`config.mk`:
```
export PLATFORM = sky130hd
export DESIGN_NAME = ebp_pins
export DESIGN_NICKNAME = d
export VERILOG_FILES = /design/src/rtl/ebp_pkg.sv /design/src/rtl/ebp_sync.sv /design/src/rtl/ebp_csdec.sv /design/src/rtl/ebp_pins.sv
export SDC_FILE = /design/constraint.sdc
export NUM_CORES = 1
export LEC_CHECK = 0
export BUFFER_PORTS_ARGS = -buffer_cell sky130_fd_sc_hd__buf_2
export CAP_MARGIN = 20
export CORE_ASPECT_RATIO = 0.75
export CORE_MARGIN = 2
export CORE_UTILIZATION = 58
export CTS_CLUSTER_SIZE = 40
export DETAILED_ROUTE_END_ITERATION = 10
export PLACE_DENSITY = 0.8
export SYNTH_ARGS = -nofsm -noshare
export SYNTH_HDL_FRONTEND = slang
export SYNTH_SLANG_ARGS = --single-unit
```
`constraint.sdc`:
```
create_clock -name REF_CLK -period 4.3 [get_ports REF_CLK]
set_clock_uncertainty 0.15 [all_clocks]
set_input_delay 0.43 -clock REF_CLK [delete_from_list [all_inputs] [get_ports REF_CLK]]
set_output_delay 0.43 -clock REF_CLK [all_outputs]
set_load 0.03 [all_outputs]
```
`src/rtl/ebp_pkg.sv`:
```
// Package: constants, modes, states and carriers of the external bus pin block
package ebp_pkg;

    // ****************************************
    // Register offsets (word index on the register port)
    // ****************************************
    localparam logic [3:0] OFF_SYS_CFG = 4'h0;
    localparam logic [3:0] OFF_MUX_DIR = 4'h1;
    localparam logic [3:0] OFF_MUX_OUT = 4'h2;
    localparam logic [3:0] OFF_ADR_DIR = 4'h3;
    localparam logic [3:0] OFF_ADR_OUT = 4'h4;
    localparam logic [3:0] OFF_SEL_DIR = 4'h5;
    localparam logic [3:0] OFF_SEL_CTRL = 4'h6;
    localparam logic [3:0] OFF_CS_WIN_FIRST = 4'h7;
    localparam logic [3:0] OFF_CS_WIN_LAST = 4'hA;
    localparam logic [3:0] OFF_STATUS = 4'hB;
    localparam logic [3:0] OFF_MUX_IN = 4'hC;
    localparam logic [3:0] OFF_ADR_IN = 4'hD;
    localparam logic [3:0] OFF_SEL_IN = 4'hE;

    // ****************************************
    // Field positions
    // ****************************************
    localparam int SYS_MODE_LSB = 0;
    localparam int SYS_SEG_LSB = 2;
    localparam int SYS_STYLE_BIT = 4;
    localparam int SYS_BUS8_BIT = 5;
    localparam int SEL_OUT_LSB = 0;
    localparam int SEL_OD_LSB = 4;
    localparam int SEL_ALT_LSB = 8;
    localparam int CSW_EN_BIT = 15;
    localparam int CSW_MASK_LSB = 8;
    localparam int CSW_BASE_LSB = 0;
    localparam int CSW_ADDR_LSB = 15;

    // ****************************************
    // Modes and reset values
    // ****************************************
    localparam logic [1:0] MODE_SINGLE = 2'h0;
    localparam logic [1:0] MODE_DEMUX = 2'h1;
    localparam logic [1:0] MODE_MUX = 2'h2;
    localparam logic [15:0] SYS_CFG_RST = 16'h0000;
    localparam logic [15:0] DIR_RST = 16'h0000;
    localparam logic [15:0] OUT_RST = 16'h0000;
    localparam logic [15:0] CSW_RST = 16'h0000;
    localparam int CS_COUNT = 4;
    localparam int CS_SMALL_COUNT = 2;

    // ****************************************
    // Cycle counts of the access phases
    // ****************************************
    localparam logic [2:0] ALE_CYCLES = 3'h1;
    localparam logic [2:0] GAP_CYCLES = 3'h1;
    localparam logic [2:0] STROBE_CYCLES = 3'h4;

    typedef enum logic [4:0] {
        ST_IDLE = 5'b00001,
        ST_ALE = 5'b00010,
        ST_GAP = 5'b00100,
        ST_STROBE = 5'b01000,
        ST_FINISH = 5'b10000
    } ebp_state_t;

    typedef struct packed {
        logic write;
        logic fetch;
        logic [21:0] addr;
        logic [1:0] be;
        logic [15:0] wdata;
    } ebp_req_t;

endpackage

```
`src/rtl/ebp_sync.sv`:
```
// Three-stage pin synchroniser with a filter that follows stages two and three when they agree
module ebp_sync #(
    parameter int W = 1
) (
    input wire logic clk,
    input wire logic [W-1:0] din,
    output logic [W-1:0] dout
);

    typedef struct packed {
        logic [W-1:0] s1;
        logic [W-1:0] s2;
        logic [W-1:0] s3;
        logic [W-1:0] lvl;
    } ebp_sync_st_t;

    ebp_sync_st_t st;
    ebp_sync_st_t next_st;

    // No reset: the chain must keep sampling while the block is held in reset
    always_comb begin
        next_st = st;
        next_st.s1 = din;
        next_st.s2 = st.s1;
        next_st.s3 = st.s2;
        next_st.lvl = (~(st.s2 ^ st.s3) & st.s2) | ((st.s2 ^ st.s3) & st.lvl);
    end

    always_ff @(posedge clk) begin
        st <= next_st;
    end

    assign dout = st.lvl;

endmodule

```
`src/rtl/ebp_csdec.sv`:
```
// Chip select window decoder
module ebp_csdec #(
    parameter bit LARGE = 1'b1
) (
    input wire logic [21:0] addr,
    input wire logic [3:0][15:0] win,
    output logic [3:0] hit
);

    function automatic logic win_match(input logic [21:0] a, input logic [15:0] w);
        logic [6:0] diff;
        diff = (a[21:ebp_pkg::CSW_ADDR_LSB] ^ w[ebp_pkg::CSW_BASE_LSB +: 7]) & w[ebp_pkg::CSW_MASK_LSB +: 7];
        return w[ebp_pkg::CSW_EN_BIT] & (diff == 7'h00);
    endfunction

    // Lowest numbered matching window wins, so at most one select is active
    always_comb begin
        logic taken;
        taken = 1'b0;
        hit = 4'h0;
        for (int i = 0; i < ebp_pkg::CS_COUNT; i++) begin
            if (!taken && (LARGE || i < ebp_pkg::CS_SMALL_COUNT) && win_match(addr, win[i])) begin // RULE_15 RULE_19
                hit[i] = 1'b1;
                taken = 1'b1;
            end
        end
    end

endmodule

```
`src/rtl/ebp_pins.sv`:
```
// External bus pin interface: strobes, address latch, bus ports, selects and registers
//
// Summary of operation
// RULE_01: Read strobe goes low for every external fetch or data read.
// RULE_02: Single-strobe style: low store strobe pulses on every external data write.
// RULE_03: Low-byte style: shared strobe for low-byte writes, or all writes on 8-bit bus.
// RULE_04: Strobe style is chosen by a bit in the system configuration register.
// RULE_05: Multiplexed modes pulse an address latch output for capturing the address.
// RULE_06: Fetch select sampled at reset; low boots external, high boots internal.
// RULE_07: Boards without internal program memory tie fetch select to zero.
// RULE_08: Muxed port is two 8-bit halves, per-pin direction, inputs tristated.
// RULE_09: Muxed port carries address/data when multiplexed and data when demultiplexed.
// RULE_10: Demultiplexed: low half data 0-7; high half data 8-15 or general I/O.
// RULE_11: Multiplexed: low half address/data; high half address-only on 8-bit bus.
// RULE_12: Address port is two 8-bit halves, per-pin direction, inputs tristated.
// RULE_13: Address port drives address when demultiplexed and after switching to multiplexed.
// RULE_14: Select port has four pins, per-pin direction, push/pull or open-drain.
// RULE_15: Select pins may carry chip selects; two and three only on large variant.
// RULE_16: Modes: single chip, demultiplexed, multiplexed 16 or 8 bit, 16-22 address bits.
// RULE_17: Low-byte style drives a separate high-byte store strobe pin.
// RULE_18: Address bits 16 to 21 leave on a separate 6-bit segment port.
// RULE_19: Strobes and chip selects are active low, selects only inside their window.
// RULE_20: Address latch pulse ends before shared lines turn from address to data.
module ebp_pins #(
    parameter bit LARGE_DERIVATIVE = 1'b1
) (
    input wire logic REF_CLK,
    input wire logic RSTN,
    input wire logic [3:0] REG_ADDR,
    input wire logic [15:0] REG_WDATA,
    input wire logic REG_WR,
    input wire logic REG_RD,
    output logic [15:0] REG_RDATA,
    input wire logic REQ_VALID,
    output logic REQ_READY,
    input wire ebp_pkg::ebp_req_t REQ,
    output logic DONE,
    output logic [15:0] DONE_RDATA,
    output logic BOOT_EXTERNAL,
    input wire logic EXTERNAL_FETCH_SELECT_N,
    output logic READ_STROBE_N,
    output logic LOW_BYTE_STORE_STROBE_N,
    output logic HIGH_BYTE_STORE_STROBE_N,
    output logic ADDRESS_LATCH,
    input wire logic [15:0] MUXED_BUS_I,
    output logic [15:0] MUXED_BUS_O,
    output logic [15:0] MUXED_BUS_OE,
    input wire logic [15:0] ADDRESS_PORT_I,
    output logic [15:0] ADDRESS_PORT_O,
    output logic [15:0] ADDRESS_PORT_OE,
    input wire logic [3:0] SELECT_PORT_I,
    output logic [3:0] SELECT_PORT_O,
    output logic [3:0] SELECT_PORT_OE,
    output logic [5:0] SEGMENT_O,
    output logic [5:0] SEGMENT_OE
);

    // ****************************************
    // State
    // ****************************************
    typedef struct packed {
        ebp_pkg::ebp_state_t fsm;
        logic [2:0] cnt;
        ebp_pkg::ebp_req_t req;
        logic [15:0] sys_cfg;
        logic [15:0] mux_dir;
        logic [15:0] mux_out;
        logic [15:0] adr_dir;
        logic [15:0] adr_out;
        logic [3:0] sel_dir;
        logic [3:0] sel_out;
        logic [3:0] sel_od;
        logic [3:0] sel_alt;
        logic [3:0][15:0] cs_win;
        logic was_demux;
        logic in_reset;
        logic boot_ext;
        logic [15:0] rdata;
        logic done;
        logic [15:0] done_rdata;
        logic read_n;
        logic low_store_n;
        logic high_store_n;
        logic ale;
        logic [3:0] cs_n;
        logic [15:0] mux_o;
        logic [15:0] mux_oe;
        logic [15:0] adr_o;
        logic [15:0] adr_oe;
        logic [3:0] sel_o;
        logic [3:0] sel_oe;
        logic [5:0] seg_o;
        logic [5:0] seg_oe;
    } ebp_pins_st_t;

    ebp_pins_st_t st;
    ebp_pins_st_t next_st;

    function automatic logic [1:0] win_index(input logic [3:0] a);
        logic [3:0] d;
        d = a - ebp_pkg::OFF_CS_WIN_FIRST;
        return d[1:0];
    endfunction

    function automatic logic [5:0] seg_mask(input logic [1:0] w);
        case (w)
            2'h1: return 6'h03;
            2'h2: return 6'h0F;
            2'h3: return 6'h3F;
            default: return 6'h00;
        endcase
    endfunction

    // ****************************************
    // Pin synchronisers and chip select decode
    // ****************************************
    logic [36:0] pin_lvl;
    logic fetch_lvl;
    logic [3:0] sel_lvl;
    logic [15:0] adr_lvl;
    logic [15:0] mux_lvl;
    logic [21:0] cs_addr;
    logic [3:0] cs_hit;

    ebp_sync #(
        .W(37)
    ) u_sync (
        .clk(REF_CLK),
        .din({EXTERNAL_FETCH_SELECT_N, SELECT_PORT_I, ADDRESS_PORT_I, MUXED_BUS_I}),
        .dout(pin_lvl)
    );

    assign fetch_lvl = pin_lvl[36];
    assign sel_lvl = pin_lvl[35:32];
    assign adr_lvl = pin_lvl[31:16];
    assign mux_lvl = pin_lvl[15:0];
    assign cs_addr = (st.fsm == ebp_pkg::ST_IDLE) ? REQ.addr : st.req.addr;

    ebp_csdec #(
        .LARGE(LARGE_DERIVATIVE)
    ) u_csdec (
        .addr(cs_addr),
        .win(st.cs_win),
        .hit(cs_hit)
    );

    // ****************************************
    // Mode decode
    // ****************************************
    logic [1:0] mode;
    logic demux_mode;
    logic mux_mode;
    logic ext_mode;
    logic bus8;
    logic low_style;
    logic mux_high_own;
    logic adr_own;
    logic busy;

    assign mode = st.sys_cfg[ebp_pkg::SYS_MODE_LSB +: 2];
    assign demux_mode = (mode == ebp_pkg::MODE_DEMUX); // RULE_16
    assign mux_mode = (mode == ebp_pkg::MODE_MUX); // RULE_16
    assign ext_mode = demux_mode | mux_mode;
    assign bus8 = st.sys_cfg[ebp_pkg::SYS_BUS8_BIT];
    assign low_style = st.sys_cfg[ebp_pkg::SYS_STYLE_BIT]; // RULE_04
    assign mux_high_own = ext_mode & ~(demux_mode & bus8); // RULE_10
    assign adr_own = demux_mode | (mux_mode & st.was_demux); // RULE_13
    assign busy = (st.fsm != ebp_pkg::ST_IDLE);
    assign REQ_READY = ~busy & ext_mode & ~st.in_reset;

    // ****************************************
    // Register read mux
    // ****************************************
    logic [15:0] rd_val;

    always_comb begin
        rd_val = 16'h0000;
        case (REG_ADDR)
            ebp_pkg::OFF_SYS_CFG: rd_val = st.sys_cfg;
            ebp_pkg::OFF_MUX_DIR: rd_val = st.mux_dir;
            ebp_pkg::OFF_MUX_OUT: rd_val = st.mux_out;
            ebp_pkg::OFF_ADR_DIR: rd_val = st.adr_dir;
            ebp_pkg::OFF_ADR_OUT: rd_val = st.adr_out;
            ebp_pkg::OFF_SEL_DIR: rd_val = {12'h000, st.sel_dir};
            ebp_pkg::OFF_SEL_CTRL: rd_val = {4'h0, st.sel_alt, st.sel_od, st.sel_out};
            ebp_pkg::OFF_STATUS: rd_val = {13'h0000, st.was_demux, busy, st.boot_ext};
            ebp_pkg::OFF_MUX_IN: rd_val = mux_lvl;
            ebp_pkg::OFF_ADR_IN: rd_val = adr_lvl;
            ebp_pkg::OFF_SEL_IN: rd_val = {12'h000, sel_lvl};
            default: begin
                if (REG_ADDR >= ebp_pkg::OFF_CS_WIN_FIRST && REG_ADDR <= ebp_pkg::OFF_CS_WIN_LAST) begin
                    rd_val = st.cs_win[win_index(REG_ADDR)];
                end
            end
        endcase
    end

    // ****************************************
    // Next state
    // ****************************************
    always_comb begin
        logic active;
        logic adr_phase;
        logic strobe;
        logic rd_access;
        logic wr_access;
        logic [15:0] bus_o;
        logic [15:0] bus_oe;
        logic [15:0] own;
        logic alt;
        logic drv;
        logic en;
        active = 1'b0;
        adr_phase = 1'b0;
        strobe = 1'b0;
        rd_access = 1'b0;
        wr_access = 1'b0;
        bus_o = 16'h0000;
        bus_oe = 16'h0000;
        own = 16'h0000;
        alt = 1'b0;
        drv = 1'b0;
        en = 1'b0;
        next_st = st;
        next_st.done = 1'b0;
        next_st.rdata = 16'h0000;

        // Boot source caught at the first edge after reset release
        if (st.in_reset) begin
            next_st.in_reset = 1'b0;
            next_st.boot_ext = ~fetch_lvl; // RULE_06 RULE_07
        end

        if (REG_WR) begin
            case (REG_ADDR)
                ebp_pkg::OFF_SYS_CFG: begin
                    // Mode and style stay frozen while an access is running
                    if (!busy) begin
                        next_st.sys_cfg = {10'h000, REG_WDATA[5:0]}; // RULE_04
                    end
                end
                ebp_pkg::OFF_MUX_DIR: next_st.mux_dir = REG_WDATA;
                ebp_pkg::OFF_MUX_OUT: next_st.mux_out = REG_WDATA;
                ebp_pkg::OFF_ADR_DIR: next_st.adr_dir = REG_WDATA;
                ebp_pkg::OFF_ADR_OUT: next_st.adr_out = REG_WDATA;
                ebp_pkg::OFF_SEL_DIR: next_st.sel_dir = REG_WDATA[3:0];
                ebp_pkg::OFF_SEL_CTRL: begin
                    next_st.sel_out = REG_WDATA[ebp_pkg::SEL_OUT_LSB +: 4];
                    next_st.sel_od = REG_WDATA[ebp_pkg::SEL_OD_LSB +: 4];
                    next_st.sel_alt = REG_WDATA[ebp_pkg::SEL_ALT_LSB +: 4];
                end
                default: begin
                    if (REG_ADDR >= ebp_pkg::OFF_CS_WIN_FIRST && REG_ADDR <= ebp_pkg::OFF_CS_WIN_LAST) begin
                        next_st.cs_win[win_index(REG_ADDR)] = REG_WDATA;
                    end
                end
            endcase
        end
        if (REG_RD) begin
            next_st.rdata = rd_val;
        end

        // Remember a demultiplexed phase until single chip mode is entered
        if (demux_mode) begin
            next_st.was_demux = 1'b1; // RULE_13
        end else if (!ext_mode) begin
            next_st.was_demux = 1'b0;
        end

        case (st.fsm)
            ebp_pkg::ST_IDLE: begin
                if (REQ_VALID && REQ_READY) begin
                    next_st.req = REQ;
                    next_st.done_rdata = 16'h0000;
                    if (mux_mode) begin
                        next_st.fsm = ebp_pkg::ST_ALE; // RULE_05
                        next_st.cnt = ebp_pkg::ALE_CYCLES;
                    end else begin
                        next_st.fsm = ebp_pkg::ST_STROBE;
                        next_st.cnt = ebp_pkg::STROBE_CYCLES;
                    end
                end
            end
            ebp_pkg::ST_ALE: begin
                next_st.cnt = 3'(st.cnt - 3'h1);
                if (st.cnt == 3'h1) begin
                    next_st.fsm = ebp_pkg::ST_GAP; // RULE_20
                    next_st.cnt = ebp_pkg::GAP_CYCLES;
                end
            end
            ebp_pkg::ST_GAP: begin
                next_st.cnt = 3'(st.cnt - 3'h1);
                if (st.cnt == 3'h1) begin
                    next_st.fsm = ebp_pkg::ST_STROBE;
                    next_st.cnt = ebp_pkg::STROBE_CYCLES;
                end
            end
            ebp_pkg::ST_STROBE: begin
                next_st.cnt = 3'(st.cnt - 3'h1);
                if (st.cnt == 3'h1) begin
                    next_st.fsm = ebp_pkg::ST_FINISH;
                end
            end
            ebp_pkg::ST_FINISH: begin
                next_st.done = 1'b1;
                next_st.fsm = ebp_pkg::ST_IDLE;
                if (!st.req.write) begin
                    next_st.done_rdata = bus8 ? {8'h00, mux_lvl[7:0]} : mux_lvl;
                end
            end
            default: begin
                next_st.fsm = ebp_pkg::ST_IDLE;
            end
        endcase

        // Pin values follow the next state so they line up with it
        active = (next_st.fsm != ebp_pkg::ST_IDLE);
        adr_phase = (next_st.fsm == ebp_pkg::ST_ALE) || (next_st.fsm == ebp_pkg::ST_GAP);
        strobe = (next_st.fsm == ebp_pkg::ST_STROBE);
        rd_access = strobe & ~next_st.req.write;
        wr_access = strobe & next_st.req.write;
        next_st.ale = (next_st.fsm == ebp_pkg::ST_ALE); // RULE_05 RULE_20
        next_st.read_n = ~rd_access; // RULE_01 RULE_19
        next_st.low_store_n = ~(wr_access & (~low_style | bus8 | next_st.req.be[0])); // RULE_02 RULE_03
        next_st.high_store_n = ~(wr_access & low_style & ~bus8 & next_st.req.be[1]); // RULE_17
        next_st.cs_n = active ? ~cs_hit : 4'hF; // RULE_19

        if (active) begin
            if (adr_phase) begin
                bus_o = next_st.req.addr[15:0]; // RULE_09 RULE_11
                bus_oe = 16'hFFFF;
            end else begin
                if (next_st.req.write) begin
                    bus_o = next_st.req.wdata; // RULE_09 RULE_10
                    bus_oe = 16'hFFFF;
                end
                if (mux_mode && bus8) begin
                    bus_o[15:8] = next_st.req.addr[15:8]; // RULE_11
                    bus_oe[15:8] = 8'hFF;
                end
            end
        end
        own = {{8{mux_high_own}}, {8{ext_mode}}}; // RULE_10
        next_st.mux_o = (own & bus_o) | (~own & st.mux_out); // RULE_08
        next_st.mux_oe = (own & bus_oe) | (~own & st.mux_dir); // RULE_08

        next_st.adr_o = adr_own ? next_st.req.addr[15:0] : st.adr_out; // RULE_13
        next_st.adr_oe = adr_own ? 16'hFFFF : st.adr_dir; // RULE_12
        next_st.seg_o = next_st.req.addr[21:16]; // RULE_18
        next_st.seg_oe = ext_mode ? seg_mask(st.sys_cfg[ebp_pkg::SYS_SEG_LSB +: 2]) : 6'h00; // RULE_16 RULE_18

        for (int i = 0; i < 4; i++) begin
            alt = st.sel_alt[i] & (LARGE_DERIVATIVE | (i < ebp_pkg::CS_SMALL_COUNT)); // RULE_15
            drv = alt ? next_st.cs_n[i] : st.sel_out[i];
            en = alt | st.sel_dir[i]; // RULE_14
            next_st.sel_o[i] = drv;
            next_st.sel_oe[i] = en & (~st.sel_od[i] | ~drv); // RULE_14
        end
    end

    always_ff @(posedge REF_CLK) begin
        if (!RSTN) begin
            st <= '0;
            st.fsm <= ebp_pkg::ST_IDLE;
            st.sys_cfg <= ebp_pkg::SYS_CFG_RST;
            st.mux_dir <= ebp_pkg::DIR_RST;
            st.mux_out <= ebp_pkg::OUT_RST;
            st.adr_dir <= ebp_pkg::DIR_RST;
            st.adr_out <= ebp_pkg::OUT_RST;
            st.cs_win <= {ebp_pkg::CSW_RST, ebp_pkg::CSW_RST, ebp_pkg::CSW_RST, ebp_pkg::CSW_RST};
            st.in_reset <= 1'b1;
            st.read_n <= 1'b1;
            st.low_store_n <= 1'b1;
            st.high_store_n <= 1'b1;
            st.cs_n <= 4'hF;
        end else begin
            st <= next_st;
        end
    end

    // ****************************************
    // Outputs
    // ****************************************
    assign REG_RDATA = st.rdata;
    assign DONE = st.done;
    assign DONE_RDATA = st.done_rdata;
    assign BOOT_EXTERNAL = st.boot_ext;
    assign READ_STROBE_N = st.read_n;
    assign LOW_BYTE_STORE_STROBE_N = st.low_store_n;
    assign HIGH_BYTE_STORE_STROBE_N = st.high_store_n;
    assign ADDRESS_LATCH = st.ale;
    assign MUXED_BUS_O = st.mux_o;
    assign MUXED_BUS_OE = st.mux_oe;
    assign ADDRESS_PORT_O = st.adr_o;
    assign ADDRESS_PORT_OE = st.adr_oe;
    assign SELECT_PORT_O = st.sel_o;
    assign SELECT_PORT_OE = st.sel_oe;
    assign SEGMENT_O = st.seg_o;
    assign SEGMENT_OE = st.seg_oe;

endmodule

```
# Word level (Yosys, flattened, before mapping)

Index checks and enable logic that the tools add are counted.

$add $sub $neg: 2
Multiply operators: 0
Div/mod/pow operators: 0
$lt $le $gt $ge: 4
Equality and inequality tests: 29
Shift-type cells: 0
Mux-type cells: 45
Bitwise gates (word level): 71
Reductions and logical operators: 32

Operators by type and width:

| operator         | count |
|---|---|
| $mux 16          | 14 |
| $pmux 16 s11     | 1 |
| $and 37x37->37   | 2 |
| $and 16x16->16   | 4 |
| $bwmux 64        | 1 |
| $mux 50          | 1 |
| $mux 42          | 1 |
| $not 37->37      | 1 |
| $or 37x37->37    | 1 |
| $xor 37x37->37   | 1 |
| $bmux 16 s2      | 1 |
| $demux 16 s2     | 1 |
| $mux 8           | 4 |
| $or 16x16->16    | 2 |
| $pmux 16 s2      | 1 |
| $and 7x7->7      | 4 |
| $logic_not 7->1  | 4 |
| $xor 7x7->7      | 4 |
| $mux 22          | 1 |
| $pmux 5 s4       | 1 |
| $reduce_and 2->1 | 10 |
| $and 1x1->1      | 19 |
| $not 1->1        | 19 |
| $pmux 6 s3       | 1 |
| 37 further kinds | 84 |

Bits in registers: 472
Bits in latches: 0
Memory bits (writable): 0
ROM bits: 0
Input port bits: 104
Output and inout port bits: 123
Word-level logic and storage cells: 225
Memories: 0

# Longest topological paths before layout

Word-level depth: 22
Depth in mapped cells: 12
Gate-level depth less buffers: 9

# By module

A second synthesis with hierarchy kept.

Cells, all modules: 1873
Area, all modules: 18303.8 um^2

By module, submodules not included:

| module    | times used | cells each | area each (um^2) | sequential area each (um^2) |
|---|---|---|---|---|
| ebp_pins  | 1          | 1598       | 13935.9          | 6286.0 |
| ebp_sync  | 1          | 222        | 3935.0           | 3333.2 |
| ebp_csdec | 1          | 53         | 432.9            | 0.0 |

# Least setup slack after synthesis

OpenSTA, ideal clock, no wires.

Kind: in2reg
Start: in REG_ADDR[0]
End: reg st[133] in the netlist's numbering
Data arrival time: 2.876 ns
Data required time: 4.022 ns
Slack: 1.147 ns
Cell stages on the path: 11
Path through: buf_2 buf_1 inv_1 ha_1 clkbuf_1 o21ai_0 a21boi_1 nand2_1 buf_2 mux2i_1 nor2_1

Longest elaborated chain between the ends: 6
Elaborated cells between the ends (all ways): 20
Those cells by class: add/sub (1); order compare (4); eq/ne (6); mux (3); bitwise (1); reduce/logical (5)

Ends and longest elaborated chain:

| item                                                                  | line            | text |
|---|---|---|
| from (decl)                                                           | ebp_pins.sv:29  | `input wire logic [3:0] REG_ADDR,` |
| $sub 2x2->2                                                           | ebp_pins.sv:101 | `d = a - ebp_pkg::OFF_CS_WIN_FIRST;` |
| $lt 2x3->1 (implied by the code) / $ge 2x1->1 (equally long branches) | ebp_pins.sv:254 | `next_st.cs_win[win_index(REG_ADDR)] = REG_WDATA;` |
| $logic_and 1x1->1 (implied by the code)                               | ebp_pins.sv:254 |  |
| $mux 16 (implied by the code)                                         | ebp_pins.sv:254 |  |
| $demux 16 s2                                                          | ebp_pins.sv:254 |  |
| $bwmux 64                                                             | ebp_pins.sv:254 |  |
| to (signal assigned)                                                  | ebp_pins.sv:377 | `st <= next_st;` |
| to (decl)                                                             | ebp_pins.sv:96  | `ebp_pins_st_t st;` |

Several ways; a longest one is shown, not always the timed one.
A chain may end at the register's enable or synchronous reset.

# Worst setup path after layout

Start: reg st (netlist bit mode[0])
End: reg st (netlist bit MUXED_BUS_O[7])

Longest elaborated chain between the ends: 13
Elaborated cells between the ends (all ways): 21
Those cells by class: eq/ne (5); mux (7); bitwise (7); reduce/logical (2)

Ends and longest elaborated chain:

| item                                            | line                             | text |
|---|---|---|
| $eq 2x1->1 / $eq 2x2->1 (equally long branches) | ebp_pins.sv:161, ebp_pins.sv:162 |  |
| $or 1x1->1                                      | ebp_pins.sv:163                  | `assign ext_mode = demux_mode \| mux_mode;` |
| $and 1x1->1 (2 in a row)                        | ebp_pins.sv:169                  | `assign REQ_READY = ~busy & ext_mode & ~st.in_reset;` |
| $logic_and 1x1->1                               | ebp_pins.sv:272                  | `if (REQ_VALID && REQ_READY) begin` |
| $mux 50                                         | ebp_pins.sv:272                  |  |
| $pmux 5 s4                                      | ebp_pins.sv:270                  | `case (st.fsm)` |
| $eq 5x2->1 / $eq 5x3->1 (equally long branches) | ebp_pins.sv:318                  | `adr_phase = (next_st.fsm == ebp_pkg::ST_ALE) \|\| (next_st.fsm == ebp_pkg::ST_GAP);` |
| $logic_or 1x1->1                                | ebp_pins.sv:318                  |  |
| $mux 16                                         | ebp_pins.sv:329                  | `if (adr_phase) begin` |
| $mux 16                                         | ebp_pins.sv:328                  | `if (active) begin` |
| $and 16x16->16                                  | ebp_pins.sv:344                  | `next_st.mux_o = (own & bus_o) \| (~own & st.mux_out);` |
| $or 16x16->16 *                                 | ebp_pins.sv:344                  |  |

Mark *: on every way between the ends. The rest lies on a longest branch, timed or not. The select of a mux whose other input is x is not followed.

==> flow_summary.toml <==
[outcome]
status = "finished, final reports clean"

[cts]
cts_inserted_buffers = 42
insertion_delay_ns = 0.54
cts.clk_slew.worst_paths_ns = 0.06
clock_path_buffers = 3
clock-sinks = 462
clockRootBuffer = "clkbuf_16"
cts_tree = "built"
h-tree-depth = 2
ctsResizeCount = 0

[synth]
async_reset_ff_share_pct = 0
syn_area_mm2 = 0.01808
syn_inst = 1840
synth_compound_area_share_pct = 11.72
synth_most_common_cell = "dfxtp_1"
avgSynthCellArea_um2 = 9.825
synth_top_area_share_pct = 47.07
yosysWarnings = 0
yosysTopAreaCell = "dfxtp_1"
ys_seq_area_share_pct = 53.21
synthXorXnorAreaFrac_pct = 3.101
synthDistinctLibCells = 76
synthTopCellsByCount = "dfxtp_1 (425), nand2_1 (291), nor2_1 (183)"
synthTopCellsByArea = "dfxtp_1 (47%), edfxtp_1 (6.1%), nand2_1 (6.0%)"
synth-simple-area-share_pct = 14.14
synthMuxAreaShare_pct = 9.039
syn_nets = 1954
synth_top_family_by_area = "simple AND/OR/NAND/NOR gates"
synth_seq_cells = 462
synthAdderAreaFrac_pct = 0.6921
dominantRegCellSynth = "dfxtp_1"
synth_edf_count = 37

[routing]
detail-route-antenna-nets = 0
avgRoutedWirePerCell_um = 22.80
drt-pass1-iter-count = 8
vias_per_cell = 5.983
totalWireLength_um = 53780
drcViolationCount = 0
num_vias = 14120
drt_iter0_markers = 2334

[final_layout]
drive_gt1_share_pct = 17.67
final_cell_count_no_fill = 2359
fill_cells = 2344
syn_to_final_growth_pct = 11.83
fin_nets = 2042

[power_and_ir_drop]
switching_power_uw = 1925
p_per_area_mw_per_mm2 = 424.4
peakVddDrop_v = 0.0003806
share_comb_of_total_power_pct = 5.3
p_int_uw = 6654
p_total_uw = 8579
p_leak_uw = 0.008426
clock_power_share_pct = 41.9
p_sw_share_pct = 22.44
seqPwrFrac_pct = 52.9

[floorplanning]
dieHeight_um = 156.9
die_area_mm2 = 0.03261
die_x_um = 207.9
start_util_pct = 59.43
placementRows = 55
core-area_mm2 = 0.03042
io-pin-count = 227

[sta]
setup_viol = 0
hold_viol = 0
rsz0062_at_grt = "false"
layout_setup_ws_ns = 1.024
timing.setup.tns_ns = 0
max_freq_ghz = 0.3052
slew_headroom_pct = 36.21
post-route-min-period_ns = 3.276
tightestPinTransition_ns = 0.9548
finalCritPeriodShare_pct = 76.19
slew_viol_final = 0

[place]
port_buffers = 225
dp_hpwl_um = 36870
globalplace.congestion = 0.9753
pre_cts_ws_ns = 1.091
dpl.cell_count = 2237

[worst_setup_path]
setup.worst_path.start_class = "flop"
crit_arrival_ns = 3.56
path_max_fanout = 19
endpoint_kind = "flop"
critPathKind = "flop to flop"
worstPathRequired_ns = 4.58

[grt]
track_usage_pct = 32.04
grt_max_degree = 188
antenna_found_initial = 2
first_global_vias = 13150
grt_pass1_wl_um = 79240
grt_overflow = 0

[min_path]
hp-class = "input pin to flop"

[job]
max_cap_viol_count = 0
[layout by cell type, fill, tap and decap left out, drive strengths merged, types with 17 or more instances in the layout]
| cell type | instances |
|---|---|
| nor2 | 185 |
| nor2b | 17 |
| nand2 | 292 |
| a31oi | 21 |
| a22o | 26 |
| nor3 | 27 |
| o21ai | 28 |
| dfxtp | 425 |
| edfxtp | 37 |
| and2 | 17 |
| a21oi | 141 |
| mux4 | 24 |
| xor2 | 22 |
| clkbuf | 61 |
| buf | 245 |
| mux2i | 98 |
| dlygate4sd3 | 45 |
| xnor2 | 42 |
[worst max-delay path, stage by stage, from the launching register on]
cell     delay (ns)
dfxtp_1        0.39
inv_1          0.08
ha_1           0.32
nor2_1         0.08
and4_2         0.42
nor2b_1        0.80
a211o_1        0.53
nor2_4         0.14
a32o_1         0.25
[kinds of logic after synthesis]
family                   count (synthesis)
adder cells (fa/ha/maj)                 10
XOR/XNOR                                64
flip-flops                             462
multiplexers                           131
AND/OR/NAND/NOR                        593
AO/OA/AOI/OAI                          319
buffers and inverters                  261
[layout make-up]
class | instances | area (µm²) | area share (%)
Clock buffer | 61 | 1184 | 5.855
Timing Repair Buffer | 290 | 1739 | 8.603
Clock inverter | 13 | 110.1 | 0.5447
Multi-Input combinational cell | 1117 | 6998 | 34.62
Sequential cell | 462 | 9619 | 47.58
Inverter | 15 | 61.31 | 0.3033
Antenna cell | 2 | 5.005 | 0.02476
Tap cell | 399 | 499.2 | 2.470
[final timing paths]
kind	startpoint	endpoint	slack (ns)	depth (start not counted)
max	mode[0]	MUXED_BUS_O[7]	1.02	8
min	REQ[14]	st[302]	0.01	3
max reg2reg	mode[0]	MUXED_BUS_O[7]	1.02	8
min reg2reg	u_sync.next_st[87]	u_sync.next_st[50]	0.17	0
[metrics by stage]
step	hold slack, ns	utilization (%)	cell area (µm²)
final	0.01248	66.46	20220
after global routing	0.02429	66.46	20220
after CTS	0.004234	66.42	20200
after detailed placement	0.1621	60.69	18460
after global placement	0.1609	60.69	18460
after floorplan	0.1596	-	18080
[state kept, by name, summed over array words and instances, names as in the netlist, named ones only]
register and flops:
LOW_BYTE_STORE_STROBE_N 1, READ_STROBE_N 1, u_sync.next_st 74, ADDRESS_LATCH 1
MUXED_BUS_O 16, REG_RDATA 16, SEGMENT_OE 3, HIGH_BYTE_STORE_STROBE_N 1
ADDRESS_PORT_OE 16, MUXED_BUS_OE 16, DONE_RDATA 16, low_style 1
DONE 1, BOOT_EXTERNAL 1, SELECT_PORT_OE 4, SELECT_PORT_O 4
ADDRESS_PORT_O 16, st 197, mode 2, u_sync.st 37
bus8 1
[power groups by stage]
| stage | Sequential [µW] | Clock (µW) | Combinational, µW |
|---|---|---|---|
| 2_1_floorplan | 4600 | 0 | 273 |
| 5_1_grt | 4540 | 3800 | 475 |
| 6_report | 4540 | 3590 | 451 |
| 4_1_cts | 4530 | 3610 | 437 |
| 3_5_place_dp | 4630 | 0 | 403 |
| 3_3_place_gp | 4620 | 0 | 396 |
[metal layers]
layer | routed length, µm | track usage, %
met4 | 1897 | 11.96
met5 | 0 | 0
met3 | 6684 | 7.682
met1 | 22290 | 45.89
met2 | 22910 | 47.21
[repair_timing]
item	4_1_cts	5_1_grt
buffers inserted	0	0
hold buffers	45	0
hold endpoints to repair	45	0
(Power assumes the default switching activity.)
